[src/pkg/timer_support_map.svh]
// Register offsets, field positions, reset values and counts of the timer support block.
`ifndef TIMER_SUPPORT_MAP_SVH
`define TIMER_SUPPORT_MAP_SVH
`define OFS_PRESCALER_CONFIG   8'h18
`define OFS_PRESCALER_EVENT    8'h1c
`define OFS_INPUT_FILTER       8'h20
`define OFS_QUADRATURE_STATUS  8'h34
`define OFS_TRANSFER_CONFIG    8'h3c
`define OFS_TRANSFER_WINDOW    8'h40
`define OFS_CONVERTER_TRIGGER  8'h44
`define OFS_OUTPUT_OVERRIDE    8'h48
`define OFS_IRQ_MASK           8'h68
`define OFS_IRQ_RAW_STATUS     8'h6c
`define OFS_IRQ_MASKED_STATUS  8'h70
`define OFS_IRQ_FORCE_SET      8'h74
`define OFS_IRQ_CLEAR          8'h78
`define OFS_IRQ_MASK_SET       8'h7c
`define OFS_IRQ_MASK_CLEAR     8'h80
`define OFS_DEBUG_FREEZE       8'h84
`define OFS_MODE_CONTROL       8'h0c
`define RESET_WORD             32'h00000000
`define IRQ_VALID_MASK         11'h77f
`define BIT_TARGET_MATCH       0
`define BIT_ZERO               1
`define BIT_DOUBLE_TRANSITION  2
`define BIT_COUNT_CHANGE       3
`define BIT_DIRECTION_CHANGE   4
`define BIT_INDEX_PULSE        5
`define BIT_FAULT              6
`define BIT_CHANNEL0           8
`define IRQ_WIDTH              11
`define SEL_WIDTH              4
`define WORD_STEP              8'h04
`define FLUSH_CYCLES           2'h2
`endif

[src/pkg/timer_support_pkg.sv]
// Types shared by the timer support block.
package timer_support_pkg;
   typedef enum logic [1:0] {
      mode_disabled,
      mode_up,
      mode_updown,
      mode_quadrature
   } operating_mode_type;
   typedef enum {
      run_state,
      frozen_state,
      flush_state
   } freeze_state_type;
endpackage : timer_support_pkg

[src/core/timer_support.sv]
// Prescaler, channel filter, transfer window, trigger and interrupt registers.
//
// The implementer's own choice: strobed register access.
`timescale 1ns/10ps
`include "timer_support_map.svh"
module timer_support
#(
   parameter int CHANNELS = 3
)
(
   input  wire logic                   i_clk,
   input  wire logic                   i_sys_rst,
   input  wire logic [7:0]             i_addr,
   input  wire logic [31:0]            i_wdata,
   input  wire logic                   i_wr,
   input  wire logic                   i_rd,
   output logic [31:0]                 o_rdata,
   input  wire logic                   i_tick_source,
   input  wire logic                   i_debug_halt,
   input  wire logic [CHANNELS-1:0]    i_channel,
   input  wire logic [CHANNELS-1:0]    i_capture_mode,
   input  wire logic                   i_fault,
   input  wire logic                   i_index_pulse,
   input  wire logic [15:0]            i_target,
   input  wire logic                   i_count_up,
   input  wire logic                   i_double_transition,
   input  wire logic [CHANNELS-1:0]    i_channel_event,
   output timer_support_pkg::operating_mode_type o_operating_mode,
   output logic [15:0]                 o_main_counter,
   output logic                        o_counter_step,
   output logic                        o_prescaler_event,
   output logic [CHANNELS-1:0]         o_filtered,
   output logic                        o_edge_flush,
   output logic                        o_transfer_request,
   output logic                        o_converter_trigger
);
   import timer_support_pkg::*;

   function automatic logic [`IRQ_WIDTH-1:0] pick(
      input logic [`IRQ_WIDTH-1:0] v, input logic [`SEL_WIDTH-1:0] s);
      pick = (s == 4'h0 || s > 4'hb) ? '0 : (`IRQ_WIDTH'(1) << (s - 4'h1));
      pick = pick & v;
   endfunction : pick

   logic [31:0]            prescaler_config_reg;
   logic [7:0]             prescaler_event_reg;
   logic [7:0]             input_filter_reg;
   logic [31:0]            transfer_config_reg;
   logic [3:0]             converter_trigger_reg;
   logic [31:0]            output_override_reg;
   logic                   debug_freeze_reg;
   operating_mode_type     mode_reg;
   logic [`IRQ_WIDTH-1:0]  irq_mask_reg;
   logic [`IRQ_WIDTH-1:0]  irq_raw_reg;
   logic [`IRQ_WIDTH-1:0]  irq_raw_next;
   logic [7:0]             prescaler_reg;
   logic [15:0]            counter_reg;
   logic                   count_up_reg;
   logic [1:0]             tick_sync_reg;
   logic                   tick_last_reg;
   logic [1:0]             halt_sync_reg;
   logic [1:0]             fault_sync_reg;
   logic [1:0]             index_sync_reg;
   logic [CHANNELS-1:0]    ch_meta_reg;
   logic [CHANNELS-1:0]    ch_sync_reg;
   logic [CHANNELS-1:0]    ch_last_reg;
   logic [CHANNELS-1:0]    filtered_reg;
   logic [7:0]             filt_cnt_reg [CHANNELS];
   logic [7:0]             pointer_reg;
   logic [7:0]             remaining_reg;
   logic [31:0]            rdata_reg;
   logic                   step_reg;
   logic                   pre_event_reg;
   logic                   xfer_req_reg;
   logic                   conv_trig_reg;
   freeze_state_type       freeze_state_reg;
   logic [1:0]             flush_cnt_reg;

   wire                    frozen     = freeze_state_reg != run_state;
   wire                    running    = mode_reg != mode_disabled;
   wire                    tick_rise  = tick_sync_reg[1] & ~tick_last_reg;
   wire                    pre_zero   = prescaler_reg == 8'h00;
   wire                    step       = running & ~frozen & tick_rise
                                        & pre_zero;
   wire [7:0]              tick_div   = prescaler_config_reg[15:8];
   wire [7:0]              start_word = transfer_config_reg[15:8];
   wire [7:0]              word_count = transfer_config_reg[23:16];
   wire [3:0]              req_select = transfer_config_reg[3:0];
   wire                    win_live   = remaining_reg != 8'h00;
   wire                    win_wr     = i_wr & (i_addr ==
                                        `OFS_TRANSFER_WINDOW);
   wire                    win_rd     = i_rd & (i_addr ==
                                        `OFS_TRANSFER_WINDOW);
   wire                    win_hit    = (win_wr | win_rd) & win_live;
   wire [7:0]              eff_addr   = win_hit ? pointer_reg : i_addr;
   wire                    eff_wr     = win_wr ? win_hit : i_wr;
   wire                    eff_rd     = win_rd ? win_hit : i_rd;
   wire                    wr_set     = eff_wr & (eff_addr ==
                                        `OFS_IRQ_FORCE_SET);
   wire                    wr_clr     = eff_wr & (eff_addr ==
                                        `OFS_IRQ_CLEAR);
   wire [15:0]             count_next = count_up_reg ? counter_reg + 16'h1
                                        : counter_reg - 16'h1;
   wire                    dir_flip   = step & (i_count_up != count_up_reg);
   wire [`IRQ_WIDTH-1:0]   hw_events;
   wire [`IRQ_WIDTH-1:0]   new_set    = hw_events | (wr_set ?
                                        i_wdata[`IRQ_WIDTH-1:0] : '0);
   wire [`IRQ_WIDTH-1:0]   rise       = irq_raw_next & ~irq_raw_reg;
   wire [`IRQ_WIDTH-1:0]   masked     = irq_raw_reg & irq_mask_reg;
   wire                    req_hit    = |pick(rise, req_select);
   wire [31:0]             read_mux;

   assign hw_events[`BIT_TARGET_MATCH]      = step &
                                             (count_next == i_target);
   assign hw_events[`BIT_ZERO]              = step & (count_next == 16'h0);
   assign hw_events[`BIT_DOUBLE_TRANSITION] = ~frozen & i_double_transition
                                             & (mode_reg == mode_quadrature);
   assign hw_events[`BIT_COUNT_CHANGE]      = step;
   assign hw_events[`BIT_DIRECTION_CHANGE]  = dir_flip;
   assign hw_events[`BIT_INDEX_PULSE]       = index_sync_reg[1];
   assign hw_events[`BIT_FAULT]             = fault_sync_reg[1];
   assign hw_events[7]                      = 1'b0;
   assign hw_events[`IRQ_WIDTH-1:`BIT_CHANNEL0] = frozen ? '0
                                             : i_channel_event;

   // Sets are ORed after the clear so an event is never lost.
   assign irq_raw_next = ((irq_raw_reg & ~(wr_clr ?
                         i_wdata[`IRQ_WIDTH-1:0] : '0))
                         | new_set) & `IRQ_VALID_MASK;

   assign read_mux =
      (eff_addr == `OFS_PRESCALER_CONFIG)  ? prescaler_config_reg :
      (eff_addr == `OFS_PRESCALER_EVENT)   ? {24'h0, prescaler_event_reg} :
      (eff_addr == `OFS_INPUT_FILTER)      ? {24'h0, input_filter_reg} :
      (eff_addr == `OFS_QUADRATURE_STATUS) ? {31'h0, count_up_reg} :
      (eff_addr == `OFS_TRANSFER_CONFIG)   ? transfer_config_reg :
      (eff_addr == `OFS_CONVERTER_TRIGGER) ? {28'h0, converter_trigger_reg} :
      (eff_addr == `OFS_OUTPUT_OVERRIDE)   ? output_override_reg :
      (eff_addr == `OFS_IRQ_MASK)          ? {21'h0, irq_mask_reg} :
      (eff_addr == `OFS_IRQ_RAW_STATUS)    ? {21'h0, irq_raw_reg} :
      (eff_addr == `OFS_IRQ_MASKED_STATUS) ? {21'h0, masked} :
      (eff_addr == `OFS_DEBUG_FREEZE)      ? {31'h0, debug_freeze_reg} :
      (eff_addr == `OFS_MODE_CONTROL)      ? {30'h0, mode_reg} :
                                             `RESET_WORD;

   assign o_rdata             = rdata_reg;
   assign o_operating_mode    = mode_reg;
   assign o_main_counter      = counter_reg;
   assign o_counter_step      = step_reg;
   assign o_prescaler_event   = pre_event_reg;
   assign o_filtered          = filtered_reg;
   assign o_edge_flush        = freeze_state_reg == flush_state;
   assign o_transfer_request  = xfer_req_reg;
   assign o_converter_trigger = conv_trig_reg;

   always_ff @(posedge i_clk)
   begin
      tick_sync_reg  <= {tick_sync_reg[0], i_tick_source};
      halt_sync_reg  <= {halt_sync_reg[0], i_debug_halt};
      fault_sync_reg <= {fault_sync_reg[0], i_fault};
      index_sync_reg <= {index_sync_reg[0], i_index_pulse};
      ch_meta_reg    <= i_channel;
      ch_sync_reg    <= ch_meta_reg;
   end

   always_ff @(posedge i_clk)
   begin
      if (i_sys_rst)
      begin
         prescaler_config_reg  <= `RESET_WORD;
         prescaler_event_reg   <= 8'h00;
         input_filter_reg      <= 8'h00;
         transfer_config_reg   <= `RESET_WORD;
         converter_trigger_reg <= 4'h0;
         output_override_reg   <= `RESET_WORD;
         debug_freeze_reg      <= 1'b0;
         mode_reg              <= mode_disabled;
         irq_mask_reg          <= '0;
         irq_raw_reg           <= '0;
         rdata_reg             <= `RESET_WORD;
      end
      else
      begin
         irq_raw_reg <= irq_raw_next;
         rdata_reg   <= eff_rd ? read_mux : `RESET_WORD;
         if (eff_wr)
         begin
            case (eff_addr)
               `OFS_PRESCALER_CONFIG:  prescaler_config_reg <= i_wdata;
               `OFS_PRESCALER_EVENT:   prescaler_event_reg <= i_wdata[7:0];
               `OFS_INPUT_FILTER:      input_filter_reg <= i_wdata[7:0];
               `OFS_TRANSFER_CONFIG:   transfer_config_reg <= i_wdata;
               `OFS_CONVERTER_TRIGGER: converter_trigger_reg <= i_wdata[3:0];
               `OFS_OUTPUT_OVERRIDE:   output_override_reg <= i_wdata;
               `OFS_DEBUG_FREEZE:      debug_freeze_reg <= i_wdata[0];
               `OFS_MODE_CONTROL:      mode_reg <=
                                          operating_mode_type'(i_wdata[1:0]);
               `OFS_IRQ_MASK:          irq_mask_reg <= i_wdata[`IRQ_WIDTH-1:0]
                                          & `IRQ_VALID_MASK;
               `OFS_IRQ_MASK_SET:      irq_mask_reg <= irq_mask_reg
                                          | (i_wdata[`IRQ_WIDTH-1:0]
                                          & `IRQ_VALID_MASK);
               `OFS_IRQ_MASK_CLEAR:    irq_mask_reg <= irq_mask_reg
                                          & ~i_wdata[`IRQ_WIDTH-1:0];
               default:                ;
            endcase
         end
      end
   end

   // Freeze follows halt; on release the filters flush for two cycles.
   always_ff @(posedge i_clk)
   begin
      if (i_sys_rst)
      begin
         freeze_state_reg <= run_state;
         flush_cnt_reg    <= 2'h0;
      end
      else
      begin
         case (freeze_state_reg)
            run_state:
               if (debug_freeze_reg & halt_sync_reg[1])
                  freeze_state_reg <= frozen_state;
            frozen_state:
               if (~(debug_freeze_reg & halt_sync_reg[1]))
               begin
                  freeze_state_reg <= flush_state;
                  flush_cnt_reg    <= `FLUSH_CYCLES;
               end
            flush_state:
            begin
               flush_cnt_reg <= flush_cnt_reg - 2'h1;
               if (flush_cnt_reg == 2'h1)
                  freeze_state_reg <= run_state;
            end
            default: freeze_state_reg <= run_state;
         endcase
      end
   end

   always_ff @(posedge i_clk)
   begin
      if (i_sys_rst)
      begin
         tick_last_reg <= 1'b0;
         prescaler_reg <= 8'h00;
         counter_reg   <= 16'h0;
         count_up_reg  <= 1'b0;
         step_reg      <= 1'b0;
         pre_event_reg <= 1'b0;
      end
      else
      begin
         tick_last_reg <= tick_sync_reg[1];
         step_reg      <= step;
         if (!running)
            prescaler_reg <= tick_div;
         else if (tick_rise & ~frozen)
            prescaler_reg <= pre_zero ? tick_div
                             : prescaler_reg - 8'h01;
         if (step)
         begin
            counter_reg  <= count_next;
            count_up_reg <= i_count_up;
         end
         if (!frozen)
            pre_event_reg <= running & (prescaler_reg != 8'h00)
                             & (prescaler_reg <= prescaler_event_reg);
      end
   end

   genvar c;
   generate
      for (c = 0; c < CHANNELS; c++)
      begin : g_filter
         always_ff @(posedge i_clk)
         begin
            if (i_sys_rst | o_edge_flush)
            begin
               ch_last_reg[c]  <= 1'b0;
               filt_cnt_reg[c] <= 8'h00;
               filtered_reg[c] <= 1'b0;
            end
            else if (!frozen)
            begin
               ch_last_reg[c] <= ch_sync_reg[c];
               if (!i_capture_mode[c])
                  filtered_reg[c] <= ch_sync_reg[c];
               else if (ch_sync_reg[c] != ch_last_reg[c])
               begin
                  filt_cnt_reg[c] <= input_filter_reg;
                  if (input_filter_reg == 8'h00)
                     filtered_reg[c] <= ch_sync_reg[c];
               end
               else if (filt_cnt_reg[c] > 8'h01)
                  filt_cnt_reg[c] <= filt_cnt_reg[c] - 8'h01;
               else
               begin
                  filt_cnt_reg[c] <= 8'h00;
                  filtered_reg[c] <= ch_sync_reg[c];
               end
            end
         end
      end
   endgenerate

   always_ff @(posedge i_clk)
   begin
      if (i_sys_rst)
      begin
         pointer_reg   <= 8'h00;
         remaining_reg <= 8'h00;
         xfer_req_reg  <= 1'b0;
         conv_trig_reg <= 1'b0;
      end
      else
      begin
         xfer_req_reg  <= req_hit;
         conv_trig_reg <= |pick(rise, converter_trigger_reg);
         if (req_hit)
         begin
            pointer_reg   <= {start_word[5:0], 2'b00};
            remaining_reg <= word_count;
         end
         else if (win_hit)
         begin
            pointer_reg   <= pointer_reg + `WORD_STEP;
            remaining_reg <= remaining_reg - 8'h01;
         end
      end
   end
endmodule : timer_support

[config.mk]
export PLATFORM = sky130hd
export DESIGN_NAME = timer_support
export DESIGN_NICKNAME = d
export VERILOG_FILES = /design/src/pkg/timer_support_pkg.sv /design/src/core/timer_support.sv
export VERILOG_INCLUDE_DIRS = /design/src /design/src/pkg
export SDC_FILE = /design/constraint.sdc
export NUM_CORES = 1
export LEC_CHECK = 0
export ABC_CLOCK_PERIOD_IN_PS = 4220
export BUFFER_PORTS_ARGS = -buffer_cell sky130_fd_sc_hd__buf_4
export CELL_PAD_IN_SITES_DETAIL_PLACEMENT = 0
export CELL_PAD_IN_SITES_GLOBAL_PLACEMENT = 2
export CORE_UTILIZATION = 36
export CTS_CLUSTER_DIAMETER = 80
export DETAILED_ROUTE_END_ITERATION = 10
export PLACE_DENSITY = 0.9
export SYNTH_ARGS = -nofsm -noshare
export SYNTH_HDL_FRONTEND = slang
export SYNTH_SLANG_ARGS = --single-unit
[constraint.sdc]
create_clock -name i_clk -period 4.22 [get_ports i_clk]
set_input_delay 0.422 -clock i_clk [delete_from_list [all_inputs] [get_ports i_clk]]
set_output_delay 0.422 -clock i_clk [all_outputs]
set_load 0.05 [all_outputs]
==> key figures <==
Final layout
  – Fillcell total: 3898
  – Final instance area: 0.01673 mm²
  – Final core utilization: 44.00%
  – FF/Latch Area: 0.005525 mm²
  – Leading cell type in the layout, fill and taps excluded: nand2_1
  – Area delta synth->final: 19.18%
  – Layout cells sized above 1: 14.56%
  – Fin nets: 1980
  – Most frequent cells in the layout: nand2_1, dfxtp_1, a21oi_1, buf_4, nor2_1
  – Multi-input logic area: 0.007939 mm²

Placed design
  – Placed Area: 0.01564 mm²
  – GP Congestion: 0.9419
  – PortBufs: 132
  – Post-DP HPWL: 32770 µm

Logic synthesis
  – Post-synth ARST share: 0%
  – Average size of a mapped cell: 7.976 µm²
  – Post-Syn Instances: 1760
  – Yosys Warn Count: 0
  – Synth cell types: 92
  – Post-synth top flop: dfxtp_1
  – Synth Register Bits: 264
  – Syn_nets: 1871
  – Sequential cell area fraction in the yosys report: 39.36%
  – Synthesized cell area: 0.01404 mm²
  – Number of flops mapped to enable cells by yosys: 24

Setup path
  – Critical path class: reg2reg
  – Critical path arrival: 4.52 ns
  – Buffers & Inverters on Critical Path: 1
  – Worst path max stage delay: 0.56 ns
  – Reg2Reg Setup Slack: 0.19 ns
  – FF-to-FF End: o_converter_trigger
  – Worst reg2reg path startpoint: count_up_reg
  – CP max stage cell: or4b_1
  – Crit Path Max Fanout: 10
  – CP Capture Type: flip-flop
  – Required time worst endpoint: 4.71 ns
  – R2R cell count: 11
  – Crit-path cells: inv_1 -> ha_1 -> a211o_1 -> a2111oi_4 -> o21a_1 -> xnor2_1 -> or4b_1 -> or4_1 -> nor4_1 -> a211oi_1 -> a21oi_1
  – Delay-heaviest family, CP: compound AO/OA/AOI/OAI gates
  – Stages on the worst setup path: 11
  – Worst Setup Start Kind: flip-flop

Drt
  – # DRC: 0
  – Wire per inst: 19.57 µm
  – Vias per std cell: 5.621
  – Via count: 13497
  – WL final: 46990 µm
  – DRT Pass-1 Iters: 5
  – Final ANT Viol Nets: 0
  – 1st-iter DRT viols: 1303

Floorplan
  – Top Ports: 133
  – Die height: 199.5 µm
  – Num rows: 71
  – DIE AREA: 0.03979 mm²
  – Core region area: 0.03802 mm²
  – Die Wd: 199.5 µm
  – Effective utilization at floorplan: 36.92%

Min path
  – Hold endpoint: transfer_config_reg[16]
  – WHS Path Cells: 3
  – Hold WC Path Type: in2reg
  – Min-delay src: i_wdata[16]

GRT
  – Initial antenna violation count: 0
  – Global-route wire length before repair: 72710 µm
  – Largest net degree at the start of global routing: 136
  – Vias in the first global route: 12767
  – Congestion Overflow GR: 0
  – GRT Total Usage: 23.41%

Timing
  – Final setup viols: 0
  – Fmax: 248.4 MHz
  – Slew Viols, Final: 0
  – Unrepaired setup endpoints after global routing: yes
  – Hold Slack: 0.1074 ns
  – Clock skew: 0.01720 ns
  – Fin. Hold Viols: 0
  – Fin crit share: 95.38%
  – Worst Max-Slew Pin Slew: 1.026 ns
  – Min Clock Period, post-route: 4.025 ns
  – Slew headroom: 31.59%

Clock tree
  – Post-CTS setup buffers: 0
  – Clk Latency, worst-skew pair: 0.59 ns
  – H-tree depth: 1
  – TritonCTS Buffers: 31
  – Max clock buf depth: 3
  – TritonCTS clock tree: yes
  – Clock-pin slew on the worst setup and hold paths: 0.06 ns
  – Root cell of the clock tree: clkbuf_16
  – TritonCTS Sinks: 264

Power and ir drop
  – Leak pwr: 0.006042 µW
  – Pwr Density: 332.7 mW/mm²
  – Worst VDD drop: 0.3636 mV
  – Total power: 5566 µW

Status
  – Status: completed

Job
  – # Max-Cap Violations: 0
per-layer routing:
layer  vias to the layer above  wire length, µm  track usage, %
met5                         -                0               0
met4                         0             1446           7.464
met3                        93             2701           3.257
met2                       454            21240           37.79
met1                      6441            21600           32.09
li1                       6509                -               -
cells by family (layout without fill, tap and decap cells):
logic type / after synthesis / count (layout) / synth area share (%)
xor gates and xnor gates: 60 / 60 / 4.243
and+or+nand+nor: 759 / 759 / 26.11
DFF: 264 / 264 / 39.36
buffers and inverters: 160 / 289 / 4.537
muxes: 18 / 18 / 1.301
AOI/OAI and AO/OA: 463 / 463 / 21.19
adders and majority gates: 36 / 36 / 3.262
other: 0 / 1 / 0
metrics by stage:
stage          setup TNS, ns  instances  worst slack [ns]
3_3_place_gp               0       2340            0.1253
2_1_floorplan              0       1760            0.5508
3_5_place_dp               0       2340           0.08523
6_report                   0       2401            0.1948
5_1_grt            -0.006518       2400         -0.006518
4_1_cts                    0       2400            0.1120
tightest hold or removal path: stages:
cell and delay [ns]:
buf_4 0.12, nand2_1 0.05, a21oi_1 0.05
how the worst max path moves through the flow:
stage                           start  slack (ns)                  end
floorplan           o_main_counter[0]        0.55       pointer_reg[2]
CTS                      count_up_reg        0.11  o_converter_trigger
detailed placement          i_addr[3]        0.09           o_rdata[6]
global placement            i_addr[3]        0.13           o_rdata[5]
finish                   count_up_reg        0.19  o_converter_trigger
global route             count_up_reg      -0.007  o_converter_trigger
Yosys cell counts (9+ instances only):
master / n / area (µm²)
a31oi_1: 21 / 131.4
xnor2_1: 37 / 324.1
edfxtp_1: 24 / 720.7
ha_1: 35 / 437.9
or4_1: 15 / 112.6
a22oi_1: 21 / 157.7
nand3_1: 33 / 165.2
xor2_1: 18 / 157.7
clkbuf_1: 100 / 375.4
mux2i_1: 16 / 160.2
nand4_1: 18 / 112.6
nor2b_1: 10 / 62.56
a21oi_1: 201 / 1006
nor2_1: 180 / 675.7
o211ai_1: 9 / 67.56
inv_1: 40 / 150.1
nor4_1: 27 / 168.9
nand2_1: 313 / 1175
o21a_1: 9 / 67.56
a222oi_1: 28 / 280.3
o21ai_0: 68 / 340.3
and3_1: 9 / 56.30
nand2b_1: 42 / 262.8
nor3b_1: 16 / 120.1
nor3_1: 26 / 130.1
dfxtp_1: 240 / 4805
a21o_1: 11 / 82.58
a211oi_1: 21 / 157.7
buf_2: 15 / 75.07
what timing repair did:
action                     CTS  global route
resized for setup            0             9
setup endpoints to repair    0            16
hold endpoints to repair     7             0
hold buffers                 7             0
layout make-up:
| type | instances | share of cell area (%) |
|---|---|---|
| Multi-Input combinational cell | 1336 | 47.45 |
| Sequential cell | 264 | 33.03 |
| Timing Repair Buffer | 196 | 8.997 |
| Clock buffer | 46 | 5.220 |
| Tap cell | 511 | 3.822 |
| Inverter | 40 | 0.8975 |
| Clock inverter | 7 | 0.5684 |
| Antenna cell | 1 | 0.01496 |
report_power, final:
group / switching, µW / internal [µW]
Clock: 1060 / 1540
Combinational: 227 / 144
Sequential: 30.5 / 2570
Note: power is estimated with default switching activity, not from simulation.
